===== src/verilog/asm_pkg.sv =====
// Shared constants, types and address map of the analog switch bank
package asm_pkg;

  // ----------------------------------------------------------------
  // Bus geometry and answers
  // ----------------------------------------------------------------
  localparam int ASM_AW = 12;
  localparam logic [1:0] ASM_RESP_OKAY = 2'b00;
  localparam logic [1:0] ASM_RESP_SLVERR = 2'b10;

  // ----------------------------------------------------------------
  // Register indices; byte address is four times the low ten index bits
  // ----------------------------------------------------------------
  localparam logic [31:0] ASM_IDX_CV = 32'h5000_0044;
  localparam logic [31:0] ASM_IDX_AMP_A = 32'h5000_0045;
  localparam logic [31:0] ASM_IDX_AUX = 32'h5000_0046;
  localparam logic [31:0] ASM_IDX_DSEL = 32'h5000_0047;
  localparam logic [31:0] ASM_IDX_ALIAS = 32'h5000_005C;
  localparam logic [31:0] ASM_IDX_TRIM = 32'h5000_0060;
  localparam logic [31:0] ASM_IDX_PWR = 32'h5000_0061;
  localparam logic [31:0] ASM_IDX_STAT = 32'h5000_0062;

  // ----------------------------------------------------------------
  // Writable masks (reserved bits zero), reset and power-down clear
  // ----------------------------------------------------------------
  localparam logic [3:0][7:0] ASM_MASK = {8'hF3, 8'hFF, 8'hF7, 8'h7F};
  localparam logic [3:0] ASM_PD_CLR = 4'b0111;
  localparam logic [7:0] ASM_BYTE_RST = 8'h00;
  localparam logic [9:0] ASM_TRIM_RST = 10'h000;
  localparam int ASM_TRIM_W = 10;

  // ----------------------------------------------------------------
  // Register field layouts
  // ----------------------------------------------------------------
  typedef struct packed {
    logic rsvd;
    logic contact_c_to_amp_g;
    logic contact_f_to_cv;
    logic contact_e_to_cv;
    logic contact_d_to_cv;
    logic contact_c_to_cv;
    logic contact_b_to_cv;
    logic contact_a_to_amp_g;
  } asm_cv_sw_s;

  typedef struct packed {
    logic contact_j_to_amp_a;
    logic contact_g_to_amp_a;
    logic contact_h_to_amp_a;
    logic contact_e_to_amp_a;
    logic rsvd;
    logic contact_h_to_ground;
    logic contact_e_to_ground;
    logic contact_a_to_ground;
  } asm_amp_a_sw_s;

  typedef struct packed {
    logic thermistor1_to_amp_g;
    logic thermistor2_to_ground;
    logic ref_resistor_to_amp_g;
    logic ref_resistor_to_amp_a;
    logic amp_g_gain_pin_mid_en;
    logic amp_g_gain_pin_low_en;
    logic amp_a_gain_pin_mid_en;
    logic amp_a_gain_pin_low_en;
  } asm_aux_sw_s;

  typedef enum logic [3:0] {
    ASM_CH_NONE = 4'b0000,
    ASM_CH_AMP_G = 4'b0001,
    ASM_CH_AMP_A = 4'b0010,
    ASM_CH_F_VS_D = 4'b0100,
    ASM_CH_AUX = 4'b1000
  } asm_chan_e;

  typedef struct packed {
    logic [3:0] adc_channel_code;
    logic [1:0] rsvd;
    logic amp_a_ref_source;
    logic amp_g_ref_source;
  } asm_dsel_s;

  typedef struct packed {
    logic floating;
    logic aux_mux;
    logic f_vs_d;
    logic amp_a;
    logic amp_g;
  } asm_route_s;

  typedef struct packed {
    logic [7:0] q;
  } asm_byte_s;

  typedef struct packed {
    logic awready;
    logic aw_hold;
    logic [ASM_AW-1:0] aw_addr;
    logic wready;
    logic w_hold;
    logic [31:0] wdata;
    logic [3:0] wstrb;
    logic bvalid;
    logic [1:0] bresp;
    logic arready;
    logic rvalid;
    logic [31:0] rdata;
    logic [1:0] rresp;
    logic [ASM_TRIM_W-1:0] trim;
    logic pd;
  } asm_bank_s;

  localparam asm_bank_s ASM_BANK_RST = '0;

  function automatic logic [ASM_AW-1:0] asm_byte_addr(logic [31:0] idx);
    asm_byte_addr = {idx[9:0], 2'b00};
  endfunction : asm_byte_addr

endpackage : asm_pkg


===== src/verilog/asm_byte_reg.sv =====
// One byte-wide switch control register with reserved-bit mask
`timescale 1ns/1ps
`default_nettype none
module asm_byte_reg
  import asm_pkg::*;
#(
  parameter logic [7:0] MASK = 8'hFF,
  parameter logic CLR_PD = 1'b1
)
(
  // Clock and reset
  input wire logic aclk,
  input wire logic aresetn,
  // Control
  input wire logic pd,
  input wire logic we,
  input wire logic [7:0] wdata,
  // Register value
  output logic [7:0] q
);

  asm_byte_s st;
  asm_byte_s next_st;

  always_comb
  begin
    next_st = st;
    if (we)
      next_st.q = wdata & MASK;
    if (CLR_PD && pd)
      next_st.q = ASM_BYTE_RST;
  end

  always_ff @(posedge aclk)
  begin
    if (!aresetn)
      st <= '{q: ASM_BYTE_RST};
    else
      st <= next_st;
  end

  assign q = st.q;

endmodule : asm_byte_reg
`default_nettype wire


===== src/verilog/asm_adc_route.sv =====
// Converter input channel decoder driving the input multiplexer
`timescale 1ns/1ps
`default_nettype none
module asm_adc_route
  import asm_pkg::*;
(
  // Clock and reset
  input wire logic aclk,
  input wire logic aresetn,
  // Channel code
  input wire logic [3:0] adc_channel_code,
  // Multiplexer enables
  output asm_route_s route
);

  asm_route_s st;
  asm_route_s next_st;

  always_comb
  begin
    next_st = '0;
    case (asm_chan_e'(adc_channel_code))
      ASM_CH_AMP_G: next_st.amp_g = 1'b1;
      ASM_CH_AMP_A: next_st.amp_a = 1'b1;
      ASM_CH_AUX: next_st.aux_mux = 1'b1;
      ASM_CH_F_VS_D: next_st.f_vs_d = 1'b1;
      default: next_st.floating = 1'b1;
    endcase
  end

  always_ff @(posedge aclk)
  begin
    if (!aresetn)
      st <= '{floating: 1'b1, default: 1'b0};
    else
      st <= next_st;
  end

  assign route = st;

endmodule : asm_adc_route
`default_nettype wire


===== src/verilog/asm_switch_bank.sv =====
// Analog switch matrix control bank behind an AXI4-Lite slave
`timescale 1ns/1ps
`default_nettype none
module asm_switch_bank
  import asm_pkg::*;
(
  // Clock and reset
  input wire logic aclk,
  input wire logic aresetn,
  // AXI4-Lite write address
  input wire logic [ASM_AW-1:0] s_axi_awaddr,
  input wire logic s_axi_awvalid,
  output logic s_axi_awready,
  // AXI4-Lite write data
  input wire logic [31:0] s_axi_wdata,
  input wire logic [3:0] s_axi_wstrb,
  input wire logic s_axi_wvalid,
  output logic s_axi_wready,
  // AXI4-Lite write response
  output logic [1:0] s_axi_bresp,
  output logic s_axi_bvalid,
  input wire logic s_axi_bready,
  // AXI4-Lite read address
  input wire logic [ASM_AW-1:0] s_axi_araddr,
  input wire logic s_axi_arvalid,
  output logic s_axi_arready,
  // AXI4-Lite read data
  output logic [31:0] s_axi_rdata,
  output logic [1:0] s_axi_rresp,
  output logic s_axi_rvalid,
  input wire logic s_axi_rready,
  // Switch enables toward the analog engine
  output asm_cv_sw_s cv_sw,
  output asm_amp_a_sw_s amp_a_sw,
  output asm_aux_sw_s aux_sw,
  // Converter input and amplifier reference selection
  output asm_dsel_s dsel,
  output asm_route_s adc_route,
  // Reference control
  output logic [ASM_TRIM_W-1:0] cv_trim_code,
  output logic ref_low_power
);

  // ----------------------------------------------------------------
  // Address decode helpers
  // ----------------------------------------------------------------

  // Index of the byte register at a byte address, 3'd4 when none
  function automatic logic [2:0] byte_reg_sel(logic [ASM_AW-1:0] a);
    if (a == asm_byte_addr(ASM_IDX_CV))
      byte_reg_sel = 3'd0;
    else if (a == asm_byte_addr(ASM_IDX_AMP_A))
      byte_reg_sel = 3'd1;
    else if (a == asm_byte_addr(ASM_IDX_AUX))
      byte_reg_sel = 3'd2;
    else if (a == asm_byte_addr(ASM_IDX_DSEL))
      byte_reg_sel = 3'd3;
    else
      byte_reg_sel = 3'd4;
  endfunction : byte_reg_sel

  function automatic logic addr_known(logic [ASM_AW-1:0] a);
    if (byte_reg_sel(a) != 3'd4)
      addr_known = 1'b1;
    else if (a == asm_byte_addr(ASM_IDX_ALIAS))
      addr_known = 1'b1;
    else if (a == asm_byte_addr(ASM_IDX_TRIM))
      addr_known = 1'b1;
    else if (a == asm_byte_addr(ASM_IDX_PWR))
      addr_known = 1'b1;
    else if (a == asm_byte_addr(ASM_IDX_STAT))
      addr_known = 1'b1;
    else
      addr_known = 1'b0;
  endfunction : addr_known

  // ----------------------------------------------------------------
  // State
  // ----------------------------------------------------------------
  asm_bank_s st;
  asm_bank_s next_st;

  logic [3:0][7:0] reg_q;
  logic [3:0][7:0] reg_wdata;
  logic [3:0] reg_we;
  logic wr_do;
  logic wr_alias;
  logic [2:0] wr_sel;
  logic path_fault;
  logic chan_illegal;
  logic [31:0] rd_data;
  logic rd_known;
  logic [2:0] rd_sel;

  // A write runs once address and data are both held and the
  // previous response has been taken.
  assign wr_do = st.aw_hold && st.w_hold && !st.bvalid;
  assign wr_alias = (st.aw_addr == asm_byte_addr(ASM_IDX_ALIAS));
  assign wr_sel = byte_reg_sel(st.aw_addr);

  // ----------------------------------------------------------------
  // Switch and select registers
  // ----------------------------------------------------------------
  generate
    for (genvar k = 0; k < 4; k++)
    begin : g_reg
      assign reg_we[k] = wr_do &&
        ((wr_sel == 3'(k) && st.wstrb[0]) ||
         (wr_alias && st.wstrb[k]));
      assign reg_wdata[k] = wr_alias ? st.wdata[8*k +: 8] :
        st.wdata[7:0];

      asm_byte_reg #(
        .MASK(ASM_MASK[k]),
        .CLR_PD(ASM_PD_CLR[k])
      ) u_reg (
        .aclk(aclk),
        .aresetn(aresetn),
        .pd(st.pd),
        .we(reg_we[k]),
        .wdata(reg_wdata[k]),
        .q(reg_q[k])
      );
    end
  endgenerate

  // ----------------------------------------------------------------
  // Switch outputs
  // ----------------------------------------------------------------
  // common-voltage switches
  assign cv_sw = asm_cv_sw_s'(reg_q[0]);
  assign amp_a_sw = asm_amp_a_sw_s'(reg_q[1]);
  assign aux_sw = asm_aux_sw_s'(reg_q[2]);
  assign dsel = asm_dsel_s'(reg_q[3]);

  asm_adc_route u_route (
    .aclk(aclk),
    .aresetn(aresetn),
    .adc_channel_code(dsel.adc_channel_code),
    .route(adc_route)
  );

  // ----------------------------------------------------------------
  // Status observed by software
  // ----------------------------------------------------------------
  // thermistor 2 grounded without return path
  assign path_fault = aux_sw.thermistor2_to_ground &&
    !(cv_sw.contact_a_to_amp_g || cv_sw.contact_c_to_amp_g ||
      aux_sw.ref_resistor_to_amp_g || aux_sw.thermistor1_to_amp_g);

  always_comb
  begin
    case (asm_chan_e'(dsel.adc_channel_code))
      ASM_CH_NONE, ASM_CH_AMP_G, ASM_CH_AMP_A,
      ASM_CH_F_VS_D, ASM_CH_AUX: chan_illegal = 1'b0;
      default: chan_illegal = 1'b1;
    endcase
  end

  // ----------------------------------------------------------------
  // Read lookup
  // ----------------------------------------------------------------
  always_comb
  begin
    rd_known = addr_known(s_axi_araddr);
    rd_sel = byte_reg_sel(s_axi_araddr);
    rd_data = 32'h0000_0000;
    if (rd_sel != 3'd4)
      rd_data = {24'h00_0000, reg_q[rd_sel[1:0]]};
    else if (s_axi_araddr == asm_byte_addr(ASM_IDX_ALIAS))
      rd_data = reg_q;
    else if (s_axi_araddr == asm_byte_addr(ASM_IDX_TRIM))
      rd_data = {22'h00_0000, st.trim};
    else if (s_axi_araddr == asm_byte_addr(ASM_IDX_PWR))
      rd_data = {31'h0000_0000, st.pd};
    else if (s_axi_araddr == asm_byte_addr(ASM_IDX_STAT))
      rd_data = {29'h0000_0000, chan_illegal, st.pd, path_fault};
  end

  // ----------------------------------------------------------------
  // Bus handshake and own registers
  // ----------------------------------------------------------------
  always_comb
  begin
    next_st = st;

    // Address and data may arrive in either order
    if (s_axi_awvalid && st.awready)
    begin
      next_st.aw_hold = 1'b1;
      next_st.aw_addr = s_axi_awaddr;
    end
    if (s_axi_wvalid && st.wready)
    begin
      next_st.w_hold = 1'b1;
      next_st.wdata = s_axi_wdata;
      next_st.wstrb = s_axi_wstrb;
    end

    if (st.bvalid && s_axi_bready)
      next_st.bvalid = 1'b0;

    if (wr_do)
    begin
      next_st.aw_hold = 1'b0;
      next_st.w_hold = 1'b0;
      next_st.bvalid = 1'b1;
      next_st.bresp = addr_known(st.aw_addr) ? ASM_RESP_OKAY :
        ASM_RESP_SLVERR;
      if (st.aw_addr == asm_byte_addr(ASM_IDX_TRIM))
      begin
        if (st.wstrb[0])
          next_st.trim[7:0] = st.wdata[7:0];
        if (st.wstrb[1])
          next_st.trim[9:8] = st.wdata[9:8];
      end
      if (st.aw_addr == asm_byte_addr(ASM_IDX_PWR) && st.wstrb[0])
        next_st.pd = st.wdata[0];
    end

    // Ready drops while a transfer is held or its answer is pending
    next_st.awready = !next_st.aw_hold && !next_st.bvalid;
    next_st.wready = !next_st.w_hold && !next_st.bvalid;

    if (st.rvalid && s_axi_rready)
      next_st.rvalid = 1'b0;
    if (s_axi_arvalid && st.arready)
    begin
      next_st.rvalid = 1'b1;
      next_st.rdata = rd_data;
      next_st.rresp = rd_known ? ASM_RESP_OKAY : ASM_RESP_SLVERR;
    end
    next_st.arready = !next_st.rvalid;
  end

  always_ff @(posedge aclk)
  begin
    if (!aresetn)
      st <= ASM_BANK_RST;
    else
      st <= next_st;
  end

  // ----------------------------------------------------------------
  // Outputs
  // ----------------------------------------------------------------
  assign s_axi_awready = st.awready;
  assign s_axi_wready = st.wready;
  assign s_axi_bvalid = st.bvalid;
  assign s_axi_bresp = st.bresp;
  assign s_axi_arready = st.arready;
  assign s_axi_rvalid = st.rvalid;
  assign s_axi_rdata = st.rdata;
  assign s_axi_rresp = st.rresp;
  assign cv_trim_code = st.trim;
  assign ref_low_power = st.pd;

endmodule : asm_switch_bank
`default_nettype wire


===== config.mk =====
export PLATFORM = sky130hd
export DESIGN_NAME = asm_switch_bank
export DESIGN_NICKNAME = d
export VERILOG_FILES = /design/src/verilog/asm_pkg.sv /design/src/verilog/asm_byte_reg.sv /design/src/verilog/asm_adc_route.sv /design/src/verilog/asm_switch_bank.sv
export SDC_FILE = /design/constraint.sdc
export NUM_CORES = 1
export LEC_CHECK = 0
export BUFFER_PORTS_ARGS = -buffer_cell sky130_fd_sc_hd__buf_2
export CORE_MARGIN = 3
export CORE_UTILIZATION = 53
export DETAILED_ROUTE_END_ITERATION = 6
export PLACE_DENSITY = 0.84
export SLEW_MARGIN = 5
export SYNTH_ARGS = -nofsm -noshare
export SYNTH_HDL_FRONTEND = slang
export SYNTH_HIERARCHICAL = 1
export SYNTH_SLANG_ARGS = --single-unit

===== constraint.sdc =====
create_clock -name aclk -period 2.3 [get_ports aclk]
set_input_delay 0.345 -clock aclk [delete_from_list [all_inputs] [get_ports aclk]]
set_output_delay 0.345 -clock aclk [all_outputs]
set_load 0.02 [all_outputs]

# Word level (Yosys, flattened, before mapping)
# Index checks and enable logic that the tools add are counted.
[word_totals] elab_cells=142 input_bits=67 mem_count=0 latch_bits=0 mem_bits_rw=0 mem_bits_ro=0 reg_bits=135 output_inout_bits=89
[classes] n_eq_ne=25 multipliers=0 n_bitwise=1 magnitude_cmp=1 div_mod_pow=0 shift=0 reduce_logical=44 add_sub_neg=0 muxes=46
[op_table] op="12-bit by 9-bit equality test with 1-bit output (second input constant)" n=16
[op_table] op="32-bit 2-to-1 mux" n=2
[op_table] op="37-bit 2-to-1 mux" n=1
[op_table] op="3-bit 2-to-1 mux" n=12
[op_table] op="35-bit 2-to-1 mux" n=1
[op_table] op="8-bit 2-to-1 mux" n=4
[op_table] op="1-bit logical AND" n=23
[op_table] op="1-bit 2-to-1 mux" n=21
[op_table] op="8-bit binary-select mux with 2-bit select" n=1
[op_table] op="13-bit 2-to-1 mux" n=1
[op_table] op="10-bit 2-to-1 mux" n=1
[op_table] op="1-bit logical OR" n=7
[op_table] op="3-bit by 2-bit equality test with 1-bit output (second input constant)" n=2
[op_table] op="1-bit logical NOT" n=6
[op_table] op="3-bit != test (second input constant)" n=2
[op_table] op="3-bit AND reduction" n=2
[op_table] op="5-bit OR reduction" n=1
[op_table] op="4-bit by 1-bit equality test with 1-bit output (second input constant)" n=1
[op_table] op="4-bit by 2-bit equality test with 1-bit output (second input constant)" n=1
[op_table] op="4-bit by 3-bit equality test with 1-bit output (second input constant)" n=1
[op_table] op="4-bit equality test (second input constant)" n=1
[op_table] op="4-bit logical NOT" n=1
[op_table] op="2-bit 2-to-1 mux" n=2
[op_table] op="4-bit OR reduction" n=1
[op_table] op="other kinds (6)" n=6

# Longest topological paths before layout
# Gate-level depths: netlist of the first run.
[logic_depth] ltp_word=13 ltp_mapped=9 depth_no_buf=7

# By module
# Netlist of the first run, hierarchy kept.
[by_module_without_submodules] module="asm_switch_bank" area_each_um2=4926.0 cells_each=584 n_inst=1 seq_area_each_um2=2001.9
[by_module_without_submodules] module="asm_byte_reg (g_reg[0].u_reg ...)" area_each_um2=265.3 cells_each=25 n_inst=2 seq_area_each_um2=140.1
[by_module_without_submodules] module="asm_byte_reg (g_reg[2].u_reg)" area_each_um2=292.8 cells_each=27 n_inst=1 seq_area_each_um2=160.2
[by_module_without_submodules] module="asm_byte_reg (g_reg[3].u_reg)" area_each_um2=247.7 cells_each=22 n_inst=1 seq_area_each_um2=120.1
[by_module_without_submodules] module="asm_adc_route" area_each_um2=178.9 cells_each=16 n_inst=1 seq_area_each_um2=100.1

# Worst setup path after synthesis of the first run
# No wires, ideal clock.
[synth_timing] kind="register to register" startpoint="register st[97] in the netlist's numbering" endpoint="register g_reg[1].u_reg.st (netlist bit g_reg[1].u_reg/q[0])" period_less_slack_ns=1.954 setup_time_ns=0.121 t_required_ns=2.179 n_path_buf=2 arrival_time_ns=1.833 setup_slack_ns=0.346 stages_incl_launch_ff=10 path_cell_list="dfxtp_1 nor4b_2 nor2b_1 and4_1 buf_2 a22oi_1 nor2_1 buf_6 mux2i_1 nor2_1"
[synth_via] elab_chain_cells=9 elab_cells_between_ends=15 classes_between="eq/ne (6); mux (5); reduce/logical (4)"
[synth_lines] item="start, declared" line_no="asm_switch_bank.sv:80" text="asm_bank_s st;"
[synth_lines] item="start signal, assigned" line_no="asm_switch_bank.sv:241" text="st <= next_st;"
[synth_lines] item="12-bit by 9-bit equality test with 1-bit output" line_no="asm_switch_bank.sv:56" text="else if (a == asm_byte_addr(ASM_IDX_DSEL))"
[synth_lines] item="3-bit 2-to-1 mux" line_no="asm_switch_bank.sv:56"
[synth_lines] item="3-bit 2-to-1 mux" line_no="asm_switch_bank.sv:54" text="else if (a == asm_byte_addr(ASM_IDX_AUX))"
[synth_lines] item="3-bit 2-to-1 mux" line_no="asm_switch_bank.sv:52" text="else if (a == asm_byte_addr(ASM_IDX_AMP_A))"
[synth_lines] item="3-bit 2-to-1 mux" line_no="asm_switch_bank.sv:50" text="if (a == asm_byte_addr(ASM_IDX_CV))"
[synth_lines] item="3-bit by 1-bit equality test with 1-bit output" line_no="asm_switch_bank.sv:108" text="((wr_sel == 3'(k) && st.wstrb[0]) ||"
[synth_lines] item="1-bit logical AND" line_no="asm_switch_bank.sv:108"
[synth_lines] item="1-bit logical OR (*)" line_no="asm_switch_bank.sv:108"
[synth_lines] item="1-bit logical AND (*)" line_no="asm_switch_bank.sv:107" text="assign reg_we[k] = wr_do &&"
[synth_lines] item="net reg_we[1]" line_no="asm_switch_bank.sv:85" text="logic [3:0] reg_we;"
[synth_lines] item="end signal, assigned" line_no="asm_byte_reg.sv:37" text="st <= '{q: ASM_BYTE_RST};"
[synth_lines] item="end signal, assigned" line_no="asm_byte_reg.sv:39" text="st <= next_st;"
[synth_lines] item="end, declared" line_no="asm_byte_reg.sv:22" text="asm_byte_s st;"
# Mark *: on every way through the listed nets, which the timed path passes. The rest lies on a longest branch.
# A chain may end at the register's enable or synchronous reset.

# Worst setup path after layout of the first run
[layout_timing] startpoint="register st[97] in the netlist's numbering" endpoint="register g_reg[2].u_reg.st (netlist bit g_reg[2].u_reg/q[7])"
[layout_via] elab_chain_cells=9 elab_cells_between_ends=15 classes_between="eq/ne (6); mux (5); reduce/logical (4)"
[layout_lines] item="12-bit by 9-bit equality test with 1-bit output" line_no="asm_switch_bank.sv:56"
[layout_lines] item="3-bit 2-to-1 mux" line_no="asm_switch_bank.sv:56"
[layout_lines] item="3-bit 2-to-1 mux" line_no="asm_switch_bank.sv:54"
[layout_lines] item="3-bit 2-to-1 mux" line_no="asm_switch_bank.sv:52"
[layout_lines] item="3-bit 2-to-1 mux" line_no="asm_switch_bank.sv:50"
[layout_lines] item="3-bit by 2-bit equality test with 1-bit output" line_no="asm_switch_bank.sv:108"
[layout_lines] item="1-bit logical AND" line_no="asm_switch_bank.sv:108"
[layout_lines] item="1-bit logical OR (*)" line_no="asm_switch_bank.sv:108"
[layout_lines] item="1-bit logical AND (*)" line_no="asm_switch_bank.sv:107"
[layout_lines] item="net reg_we[2]" line_no="asm_switch_bank.sv:85"
[layout_lines] item="end signal, assigned" line_no="asm_byte_reg.sv:37"
[layout_lines] item="end signal, assigned" line_no="asm_byte_reg.sv:39"
[layout_lines] item="end, declared" line_no="asm_byte_reg.sv:22"
# Marks and branches as above.

==> results of run 1 <==
-- metrics by stage --
stage	utilization [%]	total power [W]	area, um2	setup slack, ns
2_1_floorplan	-	0.002630	6056	0.3464
4_1_cts	65.04	0.005462	7143	0.2680
3_5_place_dp	59.57	0.002753	6543	0.3057
6_report	65.04	0.005449	7143	0.2065
5_1_grt	65.04	0.005618	7143	0.08791
3_3_place_gp	59.57	0.002738	6543	0.3503
-- final timing paths --
check / startpoint / end / slack (ns)
setup / recovery: st[97]$_SDFFE_PN0P_ / g_reg[2].u_reg/q[7]$_SDFFE_PP0P_ / 0.21
hold / removal: s_axi_wdata[25] / st[79]$_SDFFE_PN0P_ / 0.18
setup reg to reg: st[97]$_SDFFE_PN0P_ / g_reg[2].u_reg/q[7]$_SDFFE_PP0P_ / 0.21
hold reg to reg: st[82]$_SDFFE_PN0P_ / st[82]$_SDFFE_PN0P_ / 0.47
-- cells in the final DEF, fill, tap and decap left out, drive strengths merged, types with 2 or more instances in the layout --
master / count
a211o: 3
a21boi: 50
a21oi: 7
a22oi: 32
a31oi: 7
and2: 5
and3: 2
and4: 2
buf: 163
bufinv: 3
clkbuf: 18
clkinv: 5
clkinvlp: 4
conb: 6
dfxtp: 130
inv: 4
mux2i: 37
mux4: 8
nand2: 154
nand2b: 7
nand3: 3
nand4: 6
nand4b: 4
nor2: 42
nor2b: 41
nor3: 9
nor4: 4
nor4b: 6
o21ai: 13
o31ai: 2
or4b: 2
-- registers in the layout (all words and copies together) (netlist names), 5 cells and up --
register / flops
u_route/route: 5
g.u_reg/q: 28
cv_trim_code: 10
reg_wdata: 8
s_axi_rdata: 32
st: 39
-- report_power, final --
group | switching (W) | total (W) | internal [W] | leakage [nW]
Combinational | 0.000213 | 0.000355 | 0.000142 | 1.60
Sequential | 0.0000467 | 0.00236 | 0.00231 | 1.05
Clock | 0.00101 | 0.00274 | 0.00172 | 0.284
-- cell type report --
| cell class | instances | area (um2) | area share, % |
|---|---|---|---|
| tap | 140 | 175.2 | 2.452 |
| clock buffer | 18 | 439.2 | 6.148 |
| timing repair buffer | 163 | 870.8 | 12.19 |
| multi-input combinational | 464 | 2883 | 40.36 |
| sequential | 130 | 2603 | 36.43 |
| inverter | 3 | 11.26 | 0.1576 |
| clock inverter | 13 | 161.4 | 2.260 |
-- metal layers --
layer  routed length [um]  GRT usage [%]  vias to the layer above
met5                    0              0                        -
met4                  420          10.18                        0
met3                 1416          6.043                       45
met2                 7456          40.84                      280
met1                 6688          32.64                     2439
li1                     -              -                     2482
-- worst max-delay path, delay by kind of cell (launching register included) --
| kind | cells | cell delay [ns] |
|---|---|---|
| simple gates | 5 | 1.11 |
| flops | 1 | 0.32 |
| mux | 1 | 0.24 |
| buf+inv | 1 | 0.22 |
| compound gates | 1 | 0.08 |
==> impl_metrics.yaml, run 1 <==
outcome:
  status: "finished clean"
hold_path:
  min_path_type: "input pin to register"
  hold_depth: 3
global_route:
  antenna_found_initial: 0
  grt_pass1_wl_um: 25710
  grt_overflow: 0
  grt_max_degree: 57
  grt_pass1_vias: 5069
  grt_usage_pct: 25.27
final_layout:
  nNetsFinal: 846
  nFillCells: 901
  drive_gt1_share_pct: 26.93
  diodes: 0
  area_delta_synth_final_pct: 18.10
  stdcell_count: 931
sta:
  hold_viol: 0
  tightest_slew_ns: 0.6317
  clock.fmax_mhz: 477.7
  holdWs_ns: 0.1810
  slew_headroom_pct: 57.87
  slew_violations: 0
  rsz0062_at_grt: "no"
  tns_ns: 0
  fin_worst_skew_ns: 0.006868
  fin_crit_ns: 2.093
  setup_viol_count_final: 0
  min_period_over_period_pct: 91.02
setup_path:
  cp_slowest_cell: "dfxtp_1"
  crit_fanout: 8
  endpoint_kind: "register"
  cp-start-kind: "register"
  path_class: "register to register"
  crit_path_frequent_cell: "nor2_1"
  crit_chain: "nor4b_2, nor2b_1, and4_1, a32oi_1, nor2_1, buf_4, mux2i_1, nor2_1"
  r2r_cells: 8
  required_ns: 2.59
  arrival_ns: 2.38
  crit_path_max_incr_delay_ns: 0.32
die:
  die_w_um: 112.8
  initial_core_util_pct: 55.07
  die_y_um: 112.8
  core_area_um2: 10980
  ioPinCount: 156
  rows: 38
  die_area_um2: 12730
route:
  drt-pass1-iter-count: 5
  drc: 0
  post_drt_wl_per_cell_um: 17.17
  dr.first_iter.drc_count: 527
  via_count: 5246
  drtAntennaViolNets: 0
  vias_per_cell: 5.635
  totalWireLength_um: 15980
pwr:
  p_leak_nw: 2.942
  pwr_density_cell_nw_per_um2: 762.9
  ir_drop_mv: 0.4112
clock_tree:
  clock_latency_ns: 0.41
  post_cts_resized: 0
  numCtsBuffers: 17
  clock_sinks: 130
  hold_buffers: 0
  cts_tree: "built"
  clk_path_buf_depth: 2
  cts_root_buf: "clkbuf_16"
  cts_setup_buffers: 0
  cts_htree_levels: 4
  clkTransAtPathRegs_ns: 0.06
place:
  routabilityCongestion: 0.9244
  portBuffers: 146
  dpl.hpwl_um: 11560
  dp_cells: 900
synth:
  yosysWarnings: 6
  syn-cell-area_um2: 6048
  avgSynthCellArea_um2: 8.881
  synth_cells: 681
flow_run:
  drv_cap: 0
No activity file was read; power rests on OpenSTA's default activity.
==> run 2: changes to the inputs <==
--- a/config.mk
+++ b/config.mk
@@ -5,11 +5,11 @@
 export SDC_FILE = /design/constraint.sdc
 export NUM_CORES = 1
 export LEC_CHECK = 0
-export BUFFER_PORTS_ARGS = -buffer_cell sky130_fd_sc_hd__buf_2
 export CORE_MARGIN = 3
 export CORE_UTILIZATION = 53
 export DETAILED_ROUTE_END_ITERATION = 6
-export PLACE_DENSITY = 0.84
+export DONT_BUFFER_PORTS = 1
+export PLACE_DENSITY = 0.72
 export SLEW_MARGIN = 5
 export SYNTH_ARGS = -nofsm -noshare
 export SYNTH_HDL_FRONTEND = slang
==> run 2 against run 1 <==
Against the previous run:
- combinational power fell by 37%
- hold slack got worse by 0.11 ns
- cell count fell by 16%
- critical path depth did not move
- fmax fell by 0.84%
- utilization fell by 7.4 points
- setup slack got worse by 0.018 ns
- non-clock buffer count fell by 145
- clock power fell by 15%
- sequential cell count did not move
- die area did not move
- sequential power barely moved
- critical path type unchanged
==> impl_metrics.yaml, run 2 (synthesis gave the netlist of run 1 again) <==
final_layout:
  diodes: 0
  multi_input_area_um2: 2883
  final_common_cell: "nand2_1"
  nFillCells: 986
  drive_gt1_share_pct: 9.204
  nNetsFinal: 701
  largest_reg_flops: 39
  area_delta_synth_final_pct: 4.634
  regMostFlops: "st"
  seqCellArea_um2: 2603
  final_cell_mix: "nand2_1, dfxtp_1, a21boi_0, nor2b_1, nor2_1"
setup_path:
  crit_fanout: 7
  crit_chain: "nor4b_2, nor2b_1, and4_1, a22oi_1, nor2_1, buf_4, mux2i_1, nor2_1"
  cp_slowest_cell: "nor4b_2"
  crit_path_max_incr_delay_ns: 0.34
  endpoint_kind: "register"
  crit_path_frequent_cell: "nor2_1"
  path_class: "register to register"
  arrival_ns: 2.40
  cp-start-kind: "register"
  required_ns: 2.59
sta:
  clock.fmax_mhz: 473.7
  setup_viol_count_final: 0
  fin_worst_skew_ns: 0.006496
  tightest_slew_ns: 0.7424
  slew_violations: 0
  min_period_over_period_pct: 91.79
  rsz0062_at_grt: "no"
  tns_ns: 0
  slew_headroom_pct: 50.44
  fin_crit_ns: 2.111
  hold_viol: 0
route:
  totalWireLength_um: 15090
  post_drt_wl_per_cell_um: 19.32
  via_count: 4578
  drc: 0
  vias_per_cell: 5.862
  drt-pass1-iter-count: 5
  dr.first_iter.drc_count: 254
  drtAntennaViolNets: 0
clock_tree:
  hold_buffers: 0
  clock_latency_ns: 0.41
  cts_htree_levels: 4
  clock_sinks: 130
  clk_path_buf_depth: 2
  numCtsBuffers: 17
  post_cts_resized: 0
  cts_setup_buffers: 0
  cts_root_buf: "clkbuf_16"
  clkTransAtPathRegs_ns: 0.05
  cts_tree: "built"
die:
  initial_core_util_pct: 55.07
  die_area_um2: 12730
  ioPinCount: 156
  rows: 38
  die_y_um: 112.8
  die_w_um: 112.8
  core_area_um2: 10980
pwr:
  ir_drop_mv: 0.4332
  pwr_density_cell_nw_per_um2: 781.4
  p_leak_nw: 2.214
  p_total_w: 0.004945
place:
  dpl.hpwl_um: 11160
  routabilityCongestion: 0.9278
  portBuffers: 0
global_route:
  antenna_found_initial: 0
  grt_overflow: 0
  grt_pass1_wl_um: 23810
  grt_pass1_vias: 4422
  grt_usage_pct: 23.83
  grt_max_degree: 107
hold_path:
  min_path_type: "input pin to register"
outcome:
  status: "finished clean"
flow_run:
  drv_cap: 0
## run 2: changes by cell type in the layout (fill, tap and decap cells not counted), moves of 2 or more
cell,change
buf_2,-146
clkbuf_1,+4
clkbuf_8,+4
clkinvlp_4,-4
bufinv_16,-3
clkinv_2,-3
clkinv_4,-2
## run 2: final timing paths
path / from / to / slack [ns] / cells after the start
hold / removal: s_axi_wdata[20] / st[74]$_SDFFE_PN0P_ / 0.08 / 2
hold reg to reg: st[67]$_SDFFE_PN0P_ / st[67]$_SDFFE_PN0P_ / 0.46 / 2
setup / recovery: st[97]$_SDFFE_PN0P_ / g_reg[1].u_reg/q[0]$_SDFFE_PP0P_ / 0.19 / 8
setup reg to reg: st[97]$_SDFFE_PN0P_ / g_reg[1].u_reg/q[0]$_SDFFE_PP0P_ / 0.19 / 8
## run 2: layout make-up
class,count,share of cell area (%)
Tap cell,140,2.768
Inverter,3,0.1779
Clock buffer,26,8.047
Timing Repair Buffer,18,2.333
Sequential cell,130,41.12
Multi-Input combinational cell,464,45.55
## run 2: worst max-delay path, delay by kind of cell (launching register included)
kind	cells	cell delay, ns
flip-flops	1	0.31
AO/OA/AOI/OAI	1	0.12
AND/OR/NAND/NOR	5	1.13
multiplexers	1	0.22
buffers and inverters	1	0.21
## run 2: power breakdown
part | internal [W] | switching (W) | total [W]
Sequential | 0.00231 | 0.0000691 | 0.00238
Clock | 0.00148 | 0.000857 | 0.00234
Combinational | 0.0000915 | 0.000132 | 0.000224
## run 2: stage by stage
| step | hold slack (ns) | instances | cell area (um2) | utilization [%] | setup slack (ns) |
|---|---|---|---|---|---|
| after floorplan | 0.4372 | 683 | 6056 | - | 0.3464 |
| after global placement | 0.4492 | 755 | 5819 | 52.98 | 0.2758 |
| after detailed placement | 0.4561 | 755 | 5819 | 52.98 | 0.2194 |
| after CTS | 0.05832 | 781 | 6329 | 57.62 | 0.2076 |
| after global routing | 0.06425 | 781 | 6329 | 57.62 | 0.003490 |
| final | 0.07523 | 781 | 6329 | 57.62 | 0.1888 |
## run 2: per-layer routing
metal | track usage [%] | up-vias | share of wire (%)
met1 | 30.64 | 2168 | 43
met2 | 37.16 | 190 | 46
met4 | 9.615 | 0 | 2.3
li1 | - | 2191 | -
met5 | 0 | - | 0
met3 | 7.754 | 29 | 8.5
